`src/amr_pkg.sv`:
```
// package: register map, field layout and constants for the conversion control block
package amr_pkg;

  // ==========================================================
  // register word indices (byte address = index * 4)
  localparam logic [3:0] IDX_RES_LO   = 4'h0;
  localparam logic [3:0] IDX_RES_HI   = 4'h1;
  localparam logic [3:0] IDX_SUM1_HI  = 4'h2;
  localparam logic [3:0] IDX_SUM1_LO  = 4'h3;
  localparam logic [3:0] IDX_SUM2_HI  = 4'h4;
  localparam logic [3:0] IDX_SUM2_LO  = 4'h5;
  localparam logic [3:0] IDX_CTRL0    = 4'h6;
  localparam logic [3:0] IDX_CTRL1    = 4'h7;
  localparam logic [3:0] IDX_CTRL2    = 4'h8;
  localparam logic [3:0] IDX_BLANK    = 4'h9;
  localparam logic [3:0] IDX_ACH1     = 4'ha;
  localparam logic [3:0] IDX_ACH2     = 4'hb;
  localparam logic [3:0] IDX_INTERVAL = 4'hc;
  localparam logic [3:0] IDX_IRQ_STAT = 4'hd;
  localparam logic [3:0] IDX_IRQ_MASK = 4'he;

  // ==========================================================
  // field positions
  localparam int CTRL0_START   = 7;
  localparam int CTRL0_BUSY    = 6;
  localparam int CTRL0_ENABLE  = 5;
  localparam int CTRL0_FORMAT  = 4;
  localparam int CTRL2_REPEAT  = 4;
  localparam int BLANK_SWTRIG  = 7;
  localparam int ACH1_TWOCH    = 5;

  // writable masks per register
  localparam logic [7:0] CTRL0_WMASK = 8'hbf;
  localparam logic [7:0] CTRL2_WMASK = 8'hc7;
  localparam logic [7:0] BLANK_WMASK = 8'h9f;
  localparam logic [7:0] ACH1_WMASK  = 8'h3f;
  localparam logic [7:0] ACH2_WMASK  = 8'h1f;
  localparam logic [7:0] INTV_WMASK  = 8'h0f;
  localparam logic [7:0] RESET_BYTE  = 8'h00;

  // source codes
  localparam logic [2:0] SRC_EXT     = 3'h0;
  localparam logic [2:0] SRC_VSS     = 3'h4;

  // trigger select codes
  localparam logic [1:0] TRG_PWM     = 2'h0;
  localparam logic [1:0] TRG_TMR_OVP = 2'h1;
  localparam logic [1:0] TRG_TMR_SW  = 2'h2;
  localparam logic [1:0] TRG_SW      = 2'h3;

  // interrupt status bits
  localparam int IRQ_DONE   = 0;
  localparam int IRQ_GROUP  = 1;
  localparam int IRQ_REPEAT = 2;
  localparam int IRQ_W      = 3;

  localparam logic [3:0] NO_EXT_CH   = 4'hf;

  typedef enum logic [1:0] {AMR_MANUAL, AMR_AUTO1, AMR_AUTO2} amr_mode_t;
  typedef enum logic [1:0] {AMR_IDLE, AMR_CONV, AMR_WAIT} amr_state_t;

endpackage : amr_pkg

```
`src/amr_conv_ctrl.sv`:
```
// module: conversion mode, trigger, result and accumulator logic with wishbone registers
//
// Function
// - convert chosen external or internal source, 12-bit
// - internal source disconnects external channel input
// - mode from group count and two-channel bit
// - two-channel mode uses dedicated channel selects
// - automatic group starts on selected trigger
// - group of 1,2,4,8,16 conversions, or of channel pairs in two-channel mode
// - format bit selects left or right alignment
// - unused result bits read zero
// - disabled converter keeps result pair
// - nonzero group count forces right alignment
// - automatic mode keeps per-channel sum buffers
// - start bit low-high-low begins one conversion in manual mode
// - busy flag set at start, cleared at end
// - two-bit field picks automatic trigger source
// - trigger during a conversion sets repeat flag, sticky
//
// The Wishbone register port and the placing of the registers are this design's own decisions.
module amr_conv_ctrl
(
  input  wire logic        mclk,
  input  wire logic        reset,
  // wishbone classic slave
  input  wire logic        cyc_i,
  input  wire logic        stb_i,
  input  wire logic        we_i,
  input  wire logic [5:0]  adr_i,
  input  wire logic [3:0]  sel_i,
  input  wire logic [31:0] dat_i,
  output logic      [31:0] dat_o,
  output logic             ack_o,
  output logic             err_o,
  output logic             irq,
  // trigger sources
  input  wire logic        pwmRise,
  input  wire logic        timerOverflow,
  // converter core and multiplexer
  output logic             convStart,
  output logic             convPowerOn,
  output logic      [2:0]  sourceSelect,
  output logic      [3:0]  externalChannel,
  output logic             externalConnect,
  output logic      [7:0]  analogConfig,
  input  wire logic        convDone,
  input  wire logic [11:0] convData
);

  // ==========================================================
  // state
  typedef struct packed {
    logic [7:0]          ctrl0;
    logic [7:0]          ctrl1;
    logic [7:0]          ctrl2;
    logic [7:0]          blank;
    logic [7:0]          ach1;
    logic [7:0]          ach2;
    logic [7:0]          interval;
    logic [11:0]         result;
    logic [15:0]         sum1;
    logic [15:0]         sum2;
    logic [4:0]          left;
    logic                secondCh;
    logic                startArmed;
    logic                swTrigPrev;
    amr_pkg::amr_state_t state;
    logic                start;
    logic [amr_pkg::IRQ_W-1:0] irqStat;
    logic [amr_pkg::IRQ_W-1:0] irqMask;
    logic                ack;
    logic                err;
    logic [31:0]         rdata;
  } amr_state_reg_t;

  amr_state_reg_t s_r;
  amr_state_reg_t s_nxt;

  amr_pkg::amr_mode_t mode;
  logic               busAccess;
  logic               wrStrobe;
  logic               rdStrobe;
  logic [3:0]         idx;
  logic               mapped;
  logic [7:0]         wbyte;
  logic               trigger;
  logic               swRise;
  logic [4:0]         groupLen;
  logic [7:0]         resHi;
  logic [7:0]         resLo;
  logic               fmtRight;
  logic [7:0]         rdByte;

  // ==========================================================
  // decoding
  always_comb
  begin
    idx       = adr_i[5:2];
    mapped    = (idx <= amr_pkg::IDX_IRQ_MASK);
    busAccess = cyc_i && stb_i && !s_r.ack && !s_r.err;
    wrStrobe  = busAccess && we_i && sel_i[0] && mapped;
    rdStrobe  = busAccess && !we_i && mapped;
    wbyte     = dat_i[7:0];
    if (s_r.ctrl2[2:0] == 3'h0)
      mode = amr_pkg::AMR_MANUAL;
    else if (s_r.ach1[amr_pkg::ACH1_TWOCH])
      mode = amr_pkg::AMR_AUTO2;
    else
      mode = amr_pkg::AMR_AUTO1;
    // group length 1,2,4,8,16 (codes 5 to 7 use 16)
    unique case (s_r.ctrl2[2:0])
      3'h1:    groupLen = 5'd1;
      3'h2:    groupLen = 5'd2;
      3'h3:    groupLen = 5'd4;
      3'h4:    groupLen = 5'd8;
      default: groupLen = 5'd16;
    endcase
    swRise = s_r.blank[amr_pkg::BLANK_SWTRIG] && !s_r.swTrigPrev;
    unique case (s_r.ctrl2[7:6])
      amr_pkg::TRG_PWM:     trigger = pwmRise;
      amr_pkg::TRG_TMR_OVP: trigger = timerOverflow;
      amr_pkg::TRG_TMR_SW:  trigger = timerOverflow;
      default:              trigger = swRise;
    endcase
    // hardware forces right alignment in automatic modes
    fmtRight = s_r.ctrl0[amr_pkg::CTRL0_FORMAT] || (mode != amr_pkg::AMR_MANUAL);
    if (fmtRight)
    begin
      resHi = {4'h0, s_r.result[11:8]};
      resLo = s_r.result[7:0];
    end
    else
    begin
      resHi = s_r.result[11:4];
      resLo = {s_r.result[3:0], 4'h0};
    end
  end

  // ==========================================================
  // register readback
  always_comb
  begin
    rdByte = 8'h00;
    unique case (idx)
      amr_pkg::IDX_RES_LO:   rdByte = resLo;
      amr_pkg::IDX_RES_HI:   rdByte = resHi;
      amr_pkg::IDX_SUM1_HI:  rdByte = s_r.sum1[15:8];
      amr_pkg::IDX_SUM1_LO:  rdByte = s_r.sum1[7:0];
      amr_pkg::IDX_SUM2_HI:  rdByte = s_r.sum2[15:8];
      amr_pkg::IDX_SUM2_LO:  rdByte = s_r.sum2[7:0];
      amr_pkg::IDX_CTRL0:    rdByte = {s_r.ctrl0[7], s_r.state != amr_pkg::AMR_IDLE, s_r.ctrl0[5],
                                       fmtRight, s_r.ctrl0[3:0]};
      amr_pkg::IDX_CTRL1:    rdByte = s_r.ctrl1;
      amr_pkg::IDX_CTRL2:    rdByte = s_r.ctrl2;
      amr_pkg::IDX_BLANK:    rdByte = s_r.blank;
      amr_pkg::IDX_ACH1:     rdByte = s_r.ach1;
      amr_pkg::IDX_ACH2:     rdByte = s_r.ach2;
      amr_pkg::IDX_INTERVAL: rdByte = s_r.interval;
      amr_pkg::IDX_IRQ_STAT: rdByte = {5'h00, s_r.irqStat};
      amr_pkg::IDX_IRQ_MASK: rdByte = {5'h00, s_r.irqMask};
      default:               rdByte = 8'h00;
    endcase
  end

  // ==========================================================
  // next state
  always_comb
  begin
    s_nxt       = s_r;
    s_nxt.start = 1'b0;
    s_nxt.ack   = busAccess && mapped;
    s_nxt.err   = busAccess && !mapped;
    s_nxt.swTrigPrev = s_r.blank[amr_pkg::BLANK_SWTRIG];
    if (rdStrobe)
      s_nxt.rdata = {24'h000000, rdByte};

    // software writes; read-only bits are protected by masks
    if (wrStrobe)
    begin
      unique case (idx)
        amr_pkg::IDX_CTRL0:    s_nxt.ctrl0 = wbyte & amr_pkg::CTRL0_WMASK;
        amr_pkg::IDX_CTRL1:    s_nxt.ctrl1 = wbyte;
        // software may only clear the repeat flag
        amr_pkg::IDX_CTRL2:    s_nxt.ctrl2 = (wbyte & amr_pkg::CTRL2_WMASK)
                                             | (wbyte & s_r.ctrl2 & 8'h10);
        amr_pkg::IDX_BLANK:    s_nxt.blank = wbyte & amr_pkg::BLANK_WMASK;
        amr_pkg::IDX_ACH1:     s_nxt.ach1 = wbyte & amr_pkg::ACH1_WMASK;
        amr_pkg::IDX_ACH2:     s_nxt.ach2 = wbyte & amr_pkg::ACH2_WMASK;
        amr_pkg::IDX_INTERVAL: s_nxt.interval = wbyte & amr_pkg::INTV_WMASK;
        amr_pkg::IDX_IRQ_MASK: s_nxt.irqMask = wbyte[amr_pkg::IRQ_W-1:0];
        default:               s_nxt.ctrl1 = s_r.ctrl1;
      endcase
    end
    // read of status clears it; new events below win
    if (rdStrobe && idx == amr_pkg::IDX_IRQ_STAT)
      s_nxt.irqStat = '0;

    // software trigger rise clears repeat flag, unless it is the selected trigger during a conversion
    if (swRise)
      s_nxt.ctrl2[amr_pkg::CTRL2_REPEAT] = 1'b0;

    // falling edge of armed start bit in manual mode
    if (s_r.ctrl0[amr_pkg::CTRL0_START] && mode == amr_pkg::AMR_MANUAL)
      s_nxt.startArmed = 1'b1;
    if (mode != amr_pkg::AMR_MANUAL)
      s_nxt.startArmed = 1'b0;

    unique case (s_r.state)
      amr_pkg::AMR_IDLE:
      begin
        // manual conversion on software start only; a start sequence seen
        // while disabled is dropped, else it would fire once enable is set later
        if (mode == amr_pkg::AMR_MANUAL && s_r.startArmed && !s_r.ctrl0[amr_pkg::CTRL0_START])
        begin
          s_nxt.startArmed = 1'b0;
          // a disable written in this very cycle also suppresses the start
          if (s_r.ctrl0[amr_pkg::CTRL0_ENABLE] && s_nxt.ctrl0[amr_pkg::CTRL0_ENABLE])
          begin
            s_nxt.start    = 1'b1;
            s_nxt.state    = amr_pkg::AMR_CONV;
            s_nxt.left     = 5'd1;
            s_nxt.secondCh = 1'b0;
          end
        end
        else if (mode != amr_pkg::AMR_MANUAL && trigger && s_r.ctrl0[amr_pkg::CTRL0_ENABLE]
                 && s_nxt.ctrl0[amr_pkg::CTRL0_ENABLE])
        begin
          s_nxt.sum1     = 16'h0000;
          s_nxt.sum2     = 16'h0000;
          s_nxt.left     = groupLen;
          s_nxt.secondCh = 1'b0;
          s_nxt.start    = 1'b1;
          s_nxt.state    = amr_pkg::AMR_CONV;
        end
      end
      amr_pkg::AMR_CONV:
      begin
        // trigger during conversion marks a repeat
        if (mode != amr_pkg::AMR_MANUAL && trigger)
        begin
          s_nxt.ctrl2[amr_pkg::CTRL2_REPEAT] = 1'b1;
          s_nxt.irqStat[amr_pkg::IRQ_REPEAT] = 1'b1;
        end
        if (!s_r.ctrl0[amr_pkg::CTRL0_ENABLE])
          s_nxt.state = amr_pkg::AMR_IDLE;
        else if (convDone)
        begin
          s_nxt.result = convData;
          s_nxt.irqStat[amr_pkg::IRQ_DONE] = 1'b1;
          if (mode != amr_pkg::AMR_MANUAL)
          begin
            if (s_r.secondCh)
              s_nxt.sum2 = s_r.sum2 + {4'h0, convData};
            else
              s_nxt.sum1 = s_r.sum1 + {4'h0, convData};
          end
          // a pair counts as one group step in two-channel mode
          if (mode == amr_pkg::AMR_AUTO2 && !s_r.secondCh)
          begin
            s_nxt.secondCh = 1'b1;
            s_nxt.state    = amr_pkg::AMR_WAIT;
          end
          else if (s_r.left > 5'd1)
          begin
            s_nxt.left     = s_r.left - 5'd1;
            s_nxt.secondCh = 1'b0;
            s_nxt.state    = amr_pkg::AMR_WAIT;
          end
          else
          begin
            // busy drops after the last conversion
            s_nxt.state = amr_pkg::AMR_IDLE;
            if (mode != amr_pkg::AMR_MANUAL)
              s_nxt.irqStat[amr_pkg::IRQ_GROUP] = 1'b1;
          end
        end
      end
      amr_pkg::AMR_WAIT:
      begin
        // one idle cycle between group conversions, still busy
        // never start an unpowered core, even if disable lands in this cycle
        s_nxt.start = s_r.ctrl0[amr_pkg::CTRL0_ENABLE] && s_nxt.ctrl0[amr_pkg::CTRL0_ENABLE];
        s_nxt.state = s_nxt.start ? amr_pkg::AMR_CONV : amr_pkg::AMR_IDLE;
      end
      default: s_nxt.state = amr_pkg::AMR_IDLE;
    endcase
  end

  // ==========================================================
  // state register
  always_ff @(posedge mclk)
  begin
    if (reset)
    begin
      s_r       <= '0;
      s_r.state <= amr_pkg::AMR_IDLE;
    end
    else
      s_r <= s_nxt;
  end

  // ==========================================================
  // outputs
  always_comb
  begin
    dat_o       = s_r.rdata;
    ack_o       = s_r.ack;
    err_o       = s_r.err;
    irq         = |(s_r.irqStat & s_r.irqMask);
    // busy starts with the start pulse
    convStart   = s_r.start;
    convPowerOn = s_r.ctrl0[amr_pkg::CTRL0_ENABLE];
    analogConfig = s_r.ctrl1;
    if (mode == amr_pkg::AMR_AUTO2)
    begin
      sourceSelect    = s_r.secondCh ? (s_r.ach2[4] ? amr_pkg::SRC_VSS : amr_pkg::SRC_EXT)
                                     : (s_r.ach1[4] ? amr_pkg::SRC_VSS : amr_pkg::SRC_EXT);
      externalChannel = s_r.secondCh ? s_r.ach2[3:0] : s_r.ach1[3:0];
    end
    else
    begin
      sourceSelect    = s_r.ctrl1[7:5];
      externalChannel = s_r.ctrl0[3:0];
    end
    // internal source opens the external switch
    externalConnect = !(sourceSelect >= 3'h1 && sourceSelect <= amr_pkg::SRC_VSS)
                      && externalChannel <= 4'ha;
  end

endmodule // amr_conv_ctrl

```
`config.mk`:
```
export PLATFORM = sky130hd
export DESIGN_NAME = amr_conv_ctrl
export DESIGN_NICKNAME = d
export VERILOG_FILES = /design/src/amr_pkg.sv /design/src/amr_conv_ctrl.sv
export SDC_FILE = /design/constraint.sdc
export NUM_CORES = 1
export LEC_CHECK = 0
export BUFFER_PORTS_ARGS = -buffer_cell sky130_fd_sc_hd__buf_2
export CELL_PAD_IN_SITES_DETAIL_PLACEMENT = 0
export CELL_PAD_IN_SITES_GLOBAL_PLACEMENT = 1
export CORE_MARGIN = 3
export CORE_UTILIZATION = 42
export CTS_BUF_LIST = sky130_fd_sc_hd__clkbuf_4 sky130_fd_sc_hd__clkbuf_8 sky130_fd_sc_hd__clkbuf_16
export DETAILED_ROUTE_END_ITERATION = 10
export GPL_ROUTABILITY_DRIVEN = 0
export GPL_TIMING_DRIVEN = 0
export HOLD_SLACK_MARGIN = 0.08
export PLACE_DENSITY = 0.77
export SLEW_MARGIN = 20
export SYNTH_ARGS = -nofsm -noshare
export SYNTH_HDL_FRONTEND = slang
export SYNTH_SLANG_ARGS = --single-unit
```
`constraint.sdc`:
```
create_clock -name mclk -period 3.26 [get_ports mclk]
set_input_delay 0.652 -clock mclk [delete_from_list [all_inputs] [get_ports mclk]]
set_output_delay 0.652 -clock mclk [all_outputs]
set_load 0.05 [all_outputs]
```
==> impl_metrics.env, run 1 <==
export IMPL_grt_ovfl_total=0
export IMPL_fmax_mhz=323
export IMPL_synth_area_leaders="dfxtp_1, a21oi_1, mux2i_1"
export IMPL_ant_nets=0
export IMPL_area_growth_synth_to_final_pct=17.8
export IMPL_nNetsFinal=1056
export IMPL_finalInstanceArea_um2=8160
export IMPL_rr_worst_depth=9
export IMPL_outcome="finished with violations"
export IMPL_routed_top_layer="met4"
export IMPL_synth_simple_gate_area_frac=0.221
export IMPL_power_total_uw=3530
export IMPL_finalWirelength_mm=24.2
export IMPL_pre_cts_ws_ns=0.241
export IMPL_async_flop_share=0
export IMPL_max_cap_violations=0
export IMPL_post_drt_wl_per_cell_um=20.3
export IMPL_layout_drive_gt1_share=0.181
export IMPL_met2WireLength_mm=10.4
export IMPL_fin_ws_ns=0.161
export IMPL_reg2reg_from="s_r[67]$_SDFFE_PP0P_"
export IMPL_switching_share=0.255
export IMPL_p_clk_frac=0.508
export IMPL_cp_start_kind="flip-flop"
export IMPL_cp_startpoint="s_r[129]$_SDFFE_PP0P_"
export IMPL_root_buffer="clkbuf_16"
export IMPL_p_per_area_nw_per_um2=433
export IMPL_synthFlopType="dfxtp_1"
export IMPL_fillers=1612
export IMPL_antenna_found_initial=0
export IMPL_core_area_um2=16000
export IMPL_synth_xor_area_share=0.0303
export IMPL_crit_type="reg2out"
export IMPL_syn_avg_cell_area_um2=8.01
export IMPL_syn_instance_count=865
export IMPL_syn_area_um2=6930
export IMPL_seq_area_frac_synth=0.327
export IMPL_grt_max_degree=17
export IMPL_die_w_um=134
export IMPL_yosysMostFrequentCell="dfxtp_1"
export IMPL_power_share_combinational=0.098
export IMPL_start_util=0.433
export IMPL_h_tree_depth=4
export IMPL_rsz0062_at_grt="false"
export IMPL_synth_compound_area_frac=0.201
export IMPL_post_route_min_period_ns=3.10
export IMPL_critPathArrivalTime_ns=2.45
export IMPL_place_area_um2=7570
export IMPL_p_int_uw=2630
export IMPL_first_global_vias=6060
export IMPL_route_detailed_drc=2
export IMPL_hold_viol_final=0
export IMPL_finalClockSkew_ns=0.00438
export IMPL_synth_top_family_by_area="simple AND/OR/NAND/NOR gates"
export IMPL_cts_sinks=113
export IMPL_cts_tree="done"
export IMPL_synth_edf_count=0
export IMPL_violations="design-rule violations"
export IMPL_diodes=0
export IMPL_synth_mux_area_fraction=0.0768
export IMPL_utilization=0.510
export IMPL_clock_latency_ns=0.42
export IMPL_ys_types=70
export IMPL_die_area_um2=18100
export IMPL_wl_met1_mm=11.2
export IMPL_min_path_cells=2
export IMPL_rows=46
export IMPL_synth_top_area_frac=0.327
export IMPL_synth_top_area_cell="dfxtp_1"
export IMPL_min_path_type="reg2reg"
export IMPL_power_switching_uw=899
export IMPL_synth_seq_cells=113
export IMPL_gr_usage_all_layers=0.268
export IMPL_yosysWarnings=0
export IMPL_worst_pin_slew_ns=0.939
export IMPL_vias=6675
export IMPL_vdd_drop_max_uv=320
export IMPL_synthAdderAreaFrac=0.0563
export IMPL_grt_pass1_wl_mm=36.3
export IMPL_dr_pass1_iters=10
export IMPL_maxSlewHeadroom=0.374
export IMPL_cts_made_buffers=17
export IMPL_drt_iter0_drc=722
export IMPL_routed_via_density=5.60
export IMPL_end_kind="output pin"
export IMPL_max_stage_delay_ns=0.39
export IMPL_slew_violations=0
export IMPL_clkTransAtPathRegs_ns=0.05
export IMPL_ys_top_cells_by_count="dfxtp_1, nand2_1, nor2_1, a21oi_1, buf_4"
export IMPL_power_frac_seq=0.394
export IMPL_wl_met3_mm=1.94
export IMPL_io_pins=115
export IMPL_place_port_buffers=57
export IMPL_hp_start="s_r[96]$_SDFFE_PP0P_"
export IMPL_die_height_um=134
export IMPL_crit_fanout=10
export IMPL_finalSetupViolCount=0
export IMPL_slowest_stage="or3_1"
export IMPL_hpwl_mm=18.3
export IMPL_finalCritPeriodShare=0.951
export IMPL_required_ns=2.61
export IMPL_ctsLongestPathBuffers=2
export IMPL_fin_setup_tns_ns=0
export IMPL_leakage_uw=0.00325
export IMPL_crit_chain="buf_2, or3_1, nand2_2, buf_4, nand2_1, o21ai_2, xnor2_2, a21oi_2, clkbuf_4"
[layout by cell type (no fill, tap or decap), drive strengths merged, types with 5 or more instances in the layout]
cell / count
a221oi: 6
dfxtp: 113
a21o: 11
nand4: 8
buf: 120
mux2i: 43
nor2b: 13
nand3: 24
or3: 7
a211oi: 11
nand2: 95
inv: 17
nor4: 6
a21oi: 89
conb: 24
or2: 5
a22o: 9
nand2b: 11
mux2: 5
ha: 28
o21ai: 42
a22oi: 13
xnor2: 14
and3: 5
a31oi: 7
clkinv: 5
xor2: 10
nor2: 98
clkbuf: 52
nor3: 29
o22ai: 6
[power groups by stage]
stage,Combinational (µW),Clock (µW),Sequential [µW]
3_5_place_dp,338,0,1420
3_3_place_gp,340,0,1420
5_1_grt,364,1870,1390
6_report,345,1790,1390
2_1_floorplan,234,0,1420
4_1_cts,339,1810,1390
[stage by stage]
stage	std cells	hold slack (ns)
final	1192	0.466
after CTS	1192	0.465
after global routing	1192	0.489
after global placement	1161	0.451
after detailed placement	1161	0.456
after floorplan	888	0.432
[critical path: cells and delay by family (launching register included)]
family	cells	cell delay, ns
AO/OA/AOI/OAI	2	0.22
flip-flops	1	0.31
AND/OR/NAND/NOR	3	0.67
XOR/XNOR	1	0.14
buffers and inverters	3	0.68
[flip-flops by register name, summed over array words and instances, names as in the netlist]
| name | count |
|---|---|
| ack_o | 1 |
| dat_o | 8 |
| convStart | 1 |
| convPowerOn | 1 |
| analogConfig | 8 |
| s_r | 92 |
| err_o | 1 |
| s_nxt | 1 |
[logic make-up after synthesis]
| group | Yosys count |
|---|---|
| and+or+nand+nor | 317 |
| DFF | 113 |
| adders and majority gates | 30 |
| other | 1 |
| xor gates and xnor gates | 24 |
| buffers and inverters | 107 |
| muxes | 50 |
| AOI/OAI and AO/OA | 223 |
[metal layers]
metal  vias to the layer above  GRT usage
met1                      3138      0.384
li1                       3226          -
met2                       275      0.399
met3                        36     0.0649
met4                         0     0.0854
met5                         -          0
[timing repair]
item / CTS / global route
gates resized for setup: 2 / 3
hold buffers: 0 / 0
setup buffers: 0 / 0
endpoints found under the setup margin: 1 / 1
[cell type report]
type,instances,area [µm²],share of cell area
Multi-Input combinational cell,668,4170,0.511
Clock inverter,6,55.1,0.00675
Tap cell,216,270,0.0331
Timing Repair Buffer,57,288,0.0353
Inverter,17,63.8,0.00782
Buffer,90,542,0.0664
Sequential cell,113,2260,0.277
Clock buffer,25,510,0.0626
[path summary, 6_finish.rpt]
check / end / slack, ns
max: externalConnect / 0.16
min: s_r[96]$_SDFFE_PP0P_ / 0.47
max reg2reg: s_r[81]$_SDFFE_PP0P_ / 0.68
min reg2reg: s_r[96]$_SDFFE_PP0P_ / 0.47
(Power assumes the default switching activity.)
==> run 2: changes to the inputs <==
- CORE_UTILIZATION: 42 -> 38
- PLACE_DENSITY: 0.77 -> 0.74
- clock period: 3.26 -> 2.8 ns (I/O delays scaled with it)
==> impl_metrics.env, run 2 (synthesis gave the netlist of run 1 again) <==
export IMPL_diodes=0
export IMPL_ant_nets=0
export IMPL_crit_fanout=10
export IMPL_critPathArrivalTime_ns=2.18
export IMPL_vdd_drop_max_uv=491
export IMPL_root_buffer="clkbuf_16"
export IMPL_cp_depth=8
export IMPL_grt_ovfl_total=0
export IMPL_cp_start_kind="flip-flop"
export IMPL_required_ns=2.24
export IMPL_layout_drive_gt1_share=0.187
export IMPL_end_kind="output pin"
export IMPL_die_height_um=141
export IMPL_slew_violations=0
export IMPL_first_global_vias=6170
export IMPL_crit_family="simple AND/OR/NAND/NOR gates"
export IMPL_hpwl_mm=18.8
export IMPL_max_cap_violations=0
export IMPL_crit_buf_inv=3
export IMPL_final_common_cell="dfxtp_1"
export IMPL_rr_worst_depth=7
export IMPL_whs_ns=0.387
export IMPL_routed_via_density=5.65
export IMPL_die_area_um2=19900
export IMPL_outcome="complete, no violations"
export IMPL_area_growth_synth_to_final_pct=21.0
export IMPL_hold_viol_final=0
export IMPL_pre_cts_ws_ns=-0.139
export IMPL_io_pins=115
export IMPL_fin_setup_tns_ns=0
export IMPL_place_area_um2=7600
export IMPL_mostFrequentLayoutCells="dfxtp_1, nand2_1, nor2_1"
export IMPL_finalWirelength_mm=25.3
export IMPL_largest_reg_flops=92
export IMPL_crit_type="reg2out"
export IMPL_antenna_found_initial=0
export IMPL_slowest_stage="or3_4"
export IMPL_p_per_area_nw_per_um2=557
export IMPL_crit_end="externalConnect"
export IMPL_drt_iter0_drc=579
export IMPL_grt_max_degree=17
export IMPL_cts_made_buffers=17
export IMPL_maxSlewHeadroom=0.253
export IMPL_worst_pin_slew_ns=1.09
export IMPL_cts_sinks=113
export IMPL_post_drt_wl_per_cell_um=21.0
export IMPL_clock_latency_ns=0.44
export IMPL_crit_chain="buf_6, or3_4, nand2_8, buf_12, o21ai_2, a21o_1, a21oi_4, buf_6"
export IMPL_vias=6788
export IMPL_leakage_uw=0.00333
export IMPL_max_flop_register="s_r"
export IMPL_h_tree_depth=4
export IMPL_rrSetupSlack_ns=0.25
export IMPL_final_cells=1202
export IMPL_finalSetupViolCount=0
export IMPL_dp_cells=1170
export IMPL_reg2reg_from="s_r[127]$_SDFFE_PP0P_"
export IMPL_start_util=0.394
export IMPL_clkTransAtPathRegs_ns=0.06
export IMPL_fillers=1780
export IMPL_max_stage_delay_ns=0.43
export IMPL_place_port_buffers=57
export IMPL_min_path_type="in2reg"
export IMPL_rows=48
export IMPL_dr_pass1_iters=5
export IMPL_core_area_um2=17600
export IMPL_cts_tree="done"
export IMPL_gr_usage_all_layers=0.254
export IMPL_finalClockSkew_ns=0.0211
export IMPL_min_path_cells=3
export IMPL_grt_pass1_wl_mm=38.0
export IMPL_cp_startpoint="s_r[127]$_SDFFE_PP0P_"
export IMPL_die_w_um=141
export IMPL_cts_hold_buf=0
export IMPL_fmax_mhz=365
export IMPL_fin_ws_ns=0.0592
export IMPL_post_route_min_period_ns=2.74
export IMPL_cpMostUsedCell="buf_6"
export IMPL_finalInstanceArea_um2=8390
export IMPL_route_detailed_drc=0
export IMPL_ctsLongestPathBuffers=2
export IMPL_r2r_end="dat_o[3]$_SDFFE_PP0N_"
export IMPL_finalCritPeriodShare=0.979
export IMPL_nNetsFinal=1056
-- run 2: how the worst min path moves through the flow --
| stage | startpoint | endpoint | slack (ns) |
|---|---|---|---|
| 2_1_floorplan | s_nxt[43]$_SDFFE_PP0P_ | s_r[43]$_SDFF_PP0_ | 0.43 |
| 3_3_place_gp | s_r[96]$_SDFFE_PP0P_ | s_r[96]$_SDFFE_PP0P_ | 0.45 |
| 3_5_place_dp | s_nxt[43]$_SDFFE_PP0P_ | s_r[43]$_SDFF_PP0_ | 0.45 |
| 4_1_cts | dat_i[6] | s_r[133]$_SDFFE_PP0P_ | 0.38 |
| 5_1_grt | dat_i[6] | s_r[133]$_SDFFE_PP0P_ | 0.40 |
| 6_report | dat_i[6] | s_r[133]$_SDFFE_PP0P_ | 0.39 |
-- run 2: repair_timing --
| item | in CTS | in global routing |
|---|---|---|
| buffers inserted | 0 | 0 |
| hold endpoints to repair | 0 | 0 |
| gates resized for setup | 13 | 8 |
| pin swaps | 0 | 1 |
| setup endpoints to repair | 6 | 4 |
-- run 2: tightest hold or removal path, cell delays in order --
cell	delay, ns
buf_2	0.10
a21oi_1	0.06
nor2_1	0.07
-- run 2: metrics by stage --
stage	utilization	total power, µW
finish	0.477	4670
global route	0.477	4790
CTS	0.475	4670
detailed placement	0.432	2050
global placement	0.432	2060
floorplan	-	1930
-- run 2: routing by layer --
layer | wire length (µm) | track usage
met1 | 11900 | 0.358
met2 | 10600 | 0.366
met3 | 1810 | 0.0638
met4 | 964 | 0.115
met5 | 0 | 0
-- run 2: final cells by class --
class	instances	area (µm²)	area share
Buffer	90	568	0.0677
Multi-Input combinational cell	668	4210	0.502
Sequential cell	113	2260	0.270
Clock buffer	22	482	0.0574
Tap cell	225	282	0.0336
Timing Repair Buffer	57	294	0.0351
Inverter	17	63.8	0.00761
Clock inverter	10	228	0.0272
-- run 2: where the power goes --
group | total [µW] | switching, µW | internal, µW
combinational | 408 | 299 | 109
clock | 2640 | 799 | 1850
sequential | 1620 | 4.29 | 1620
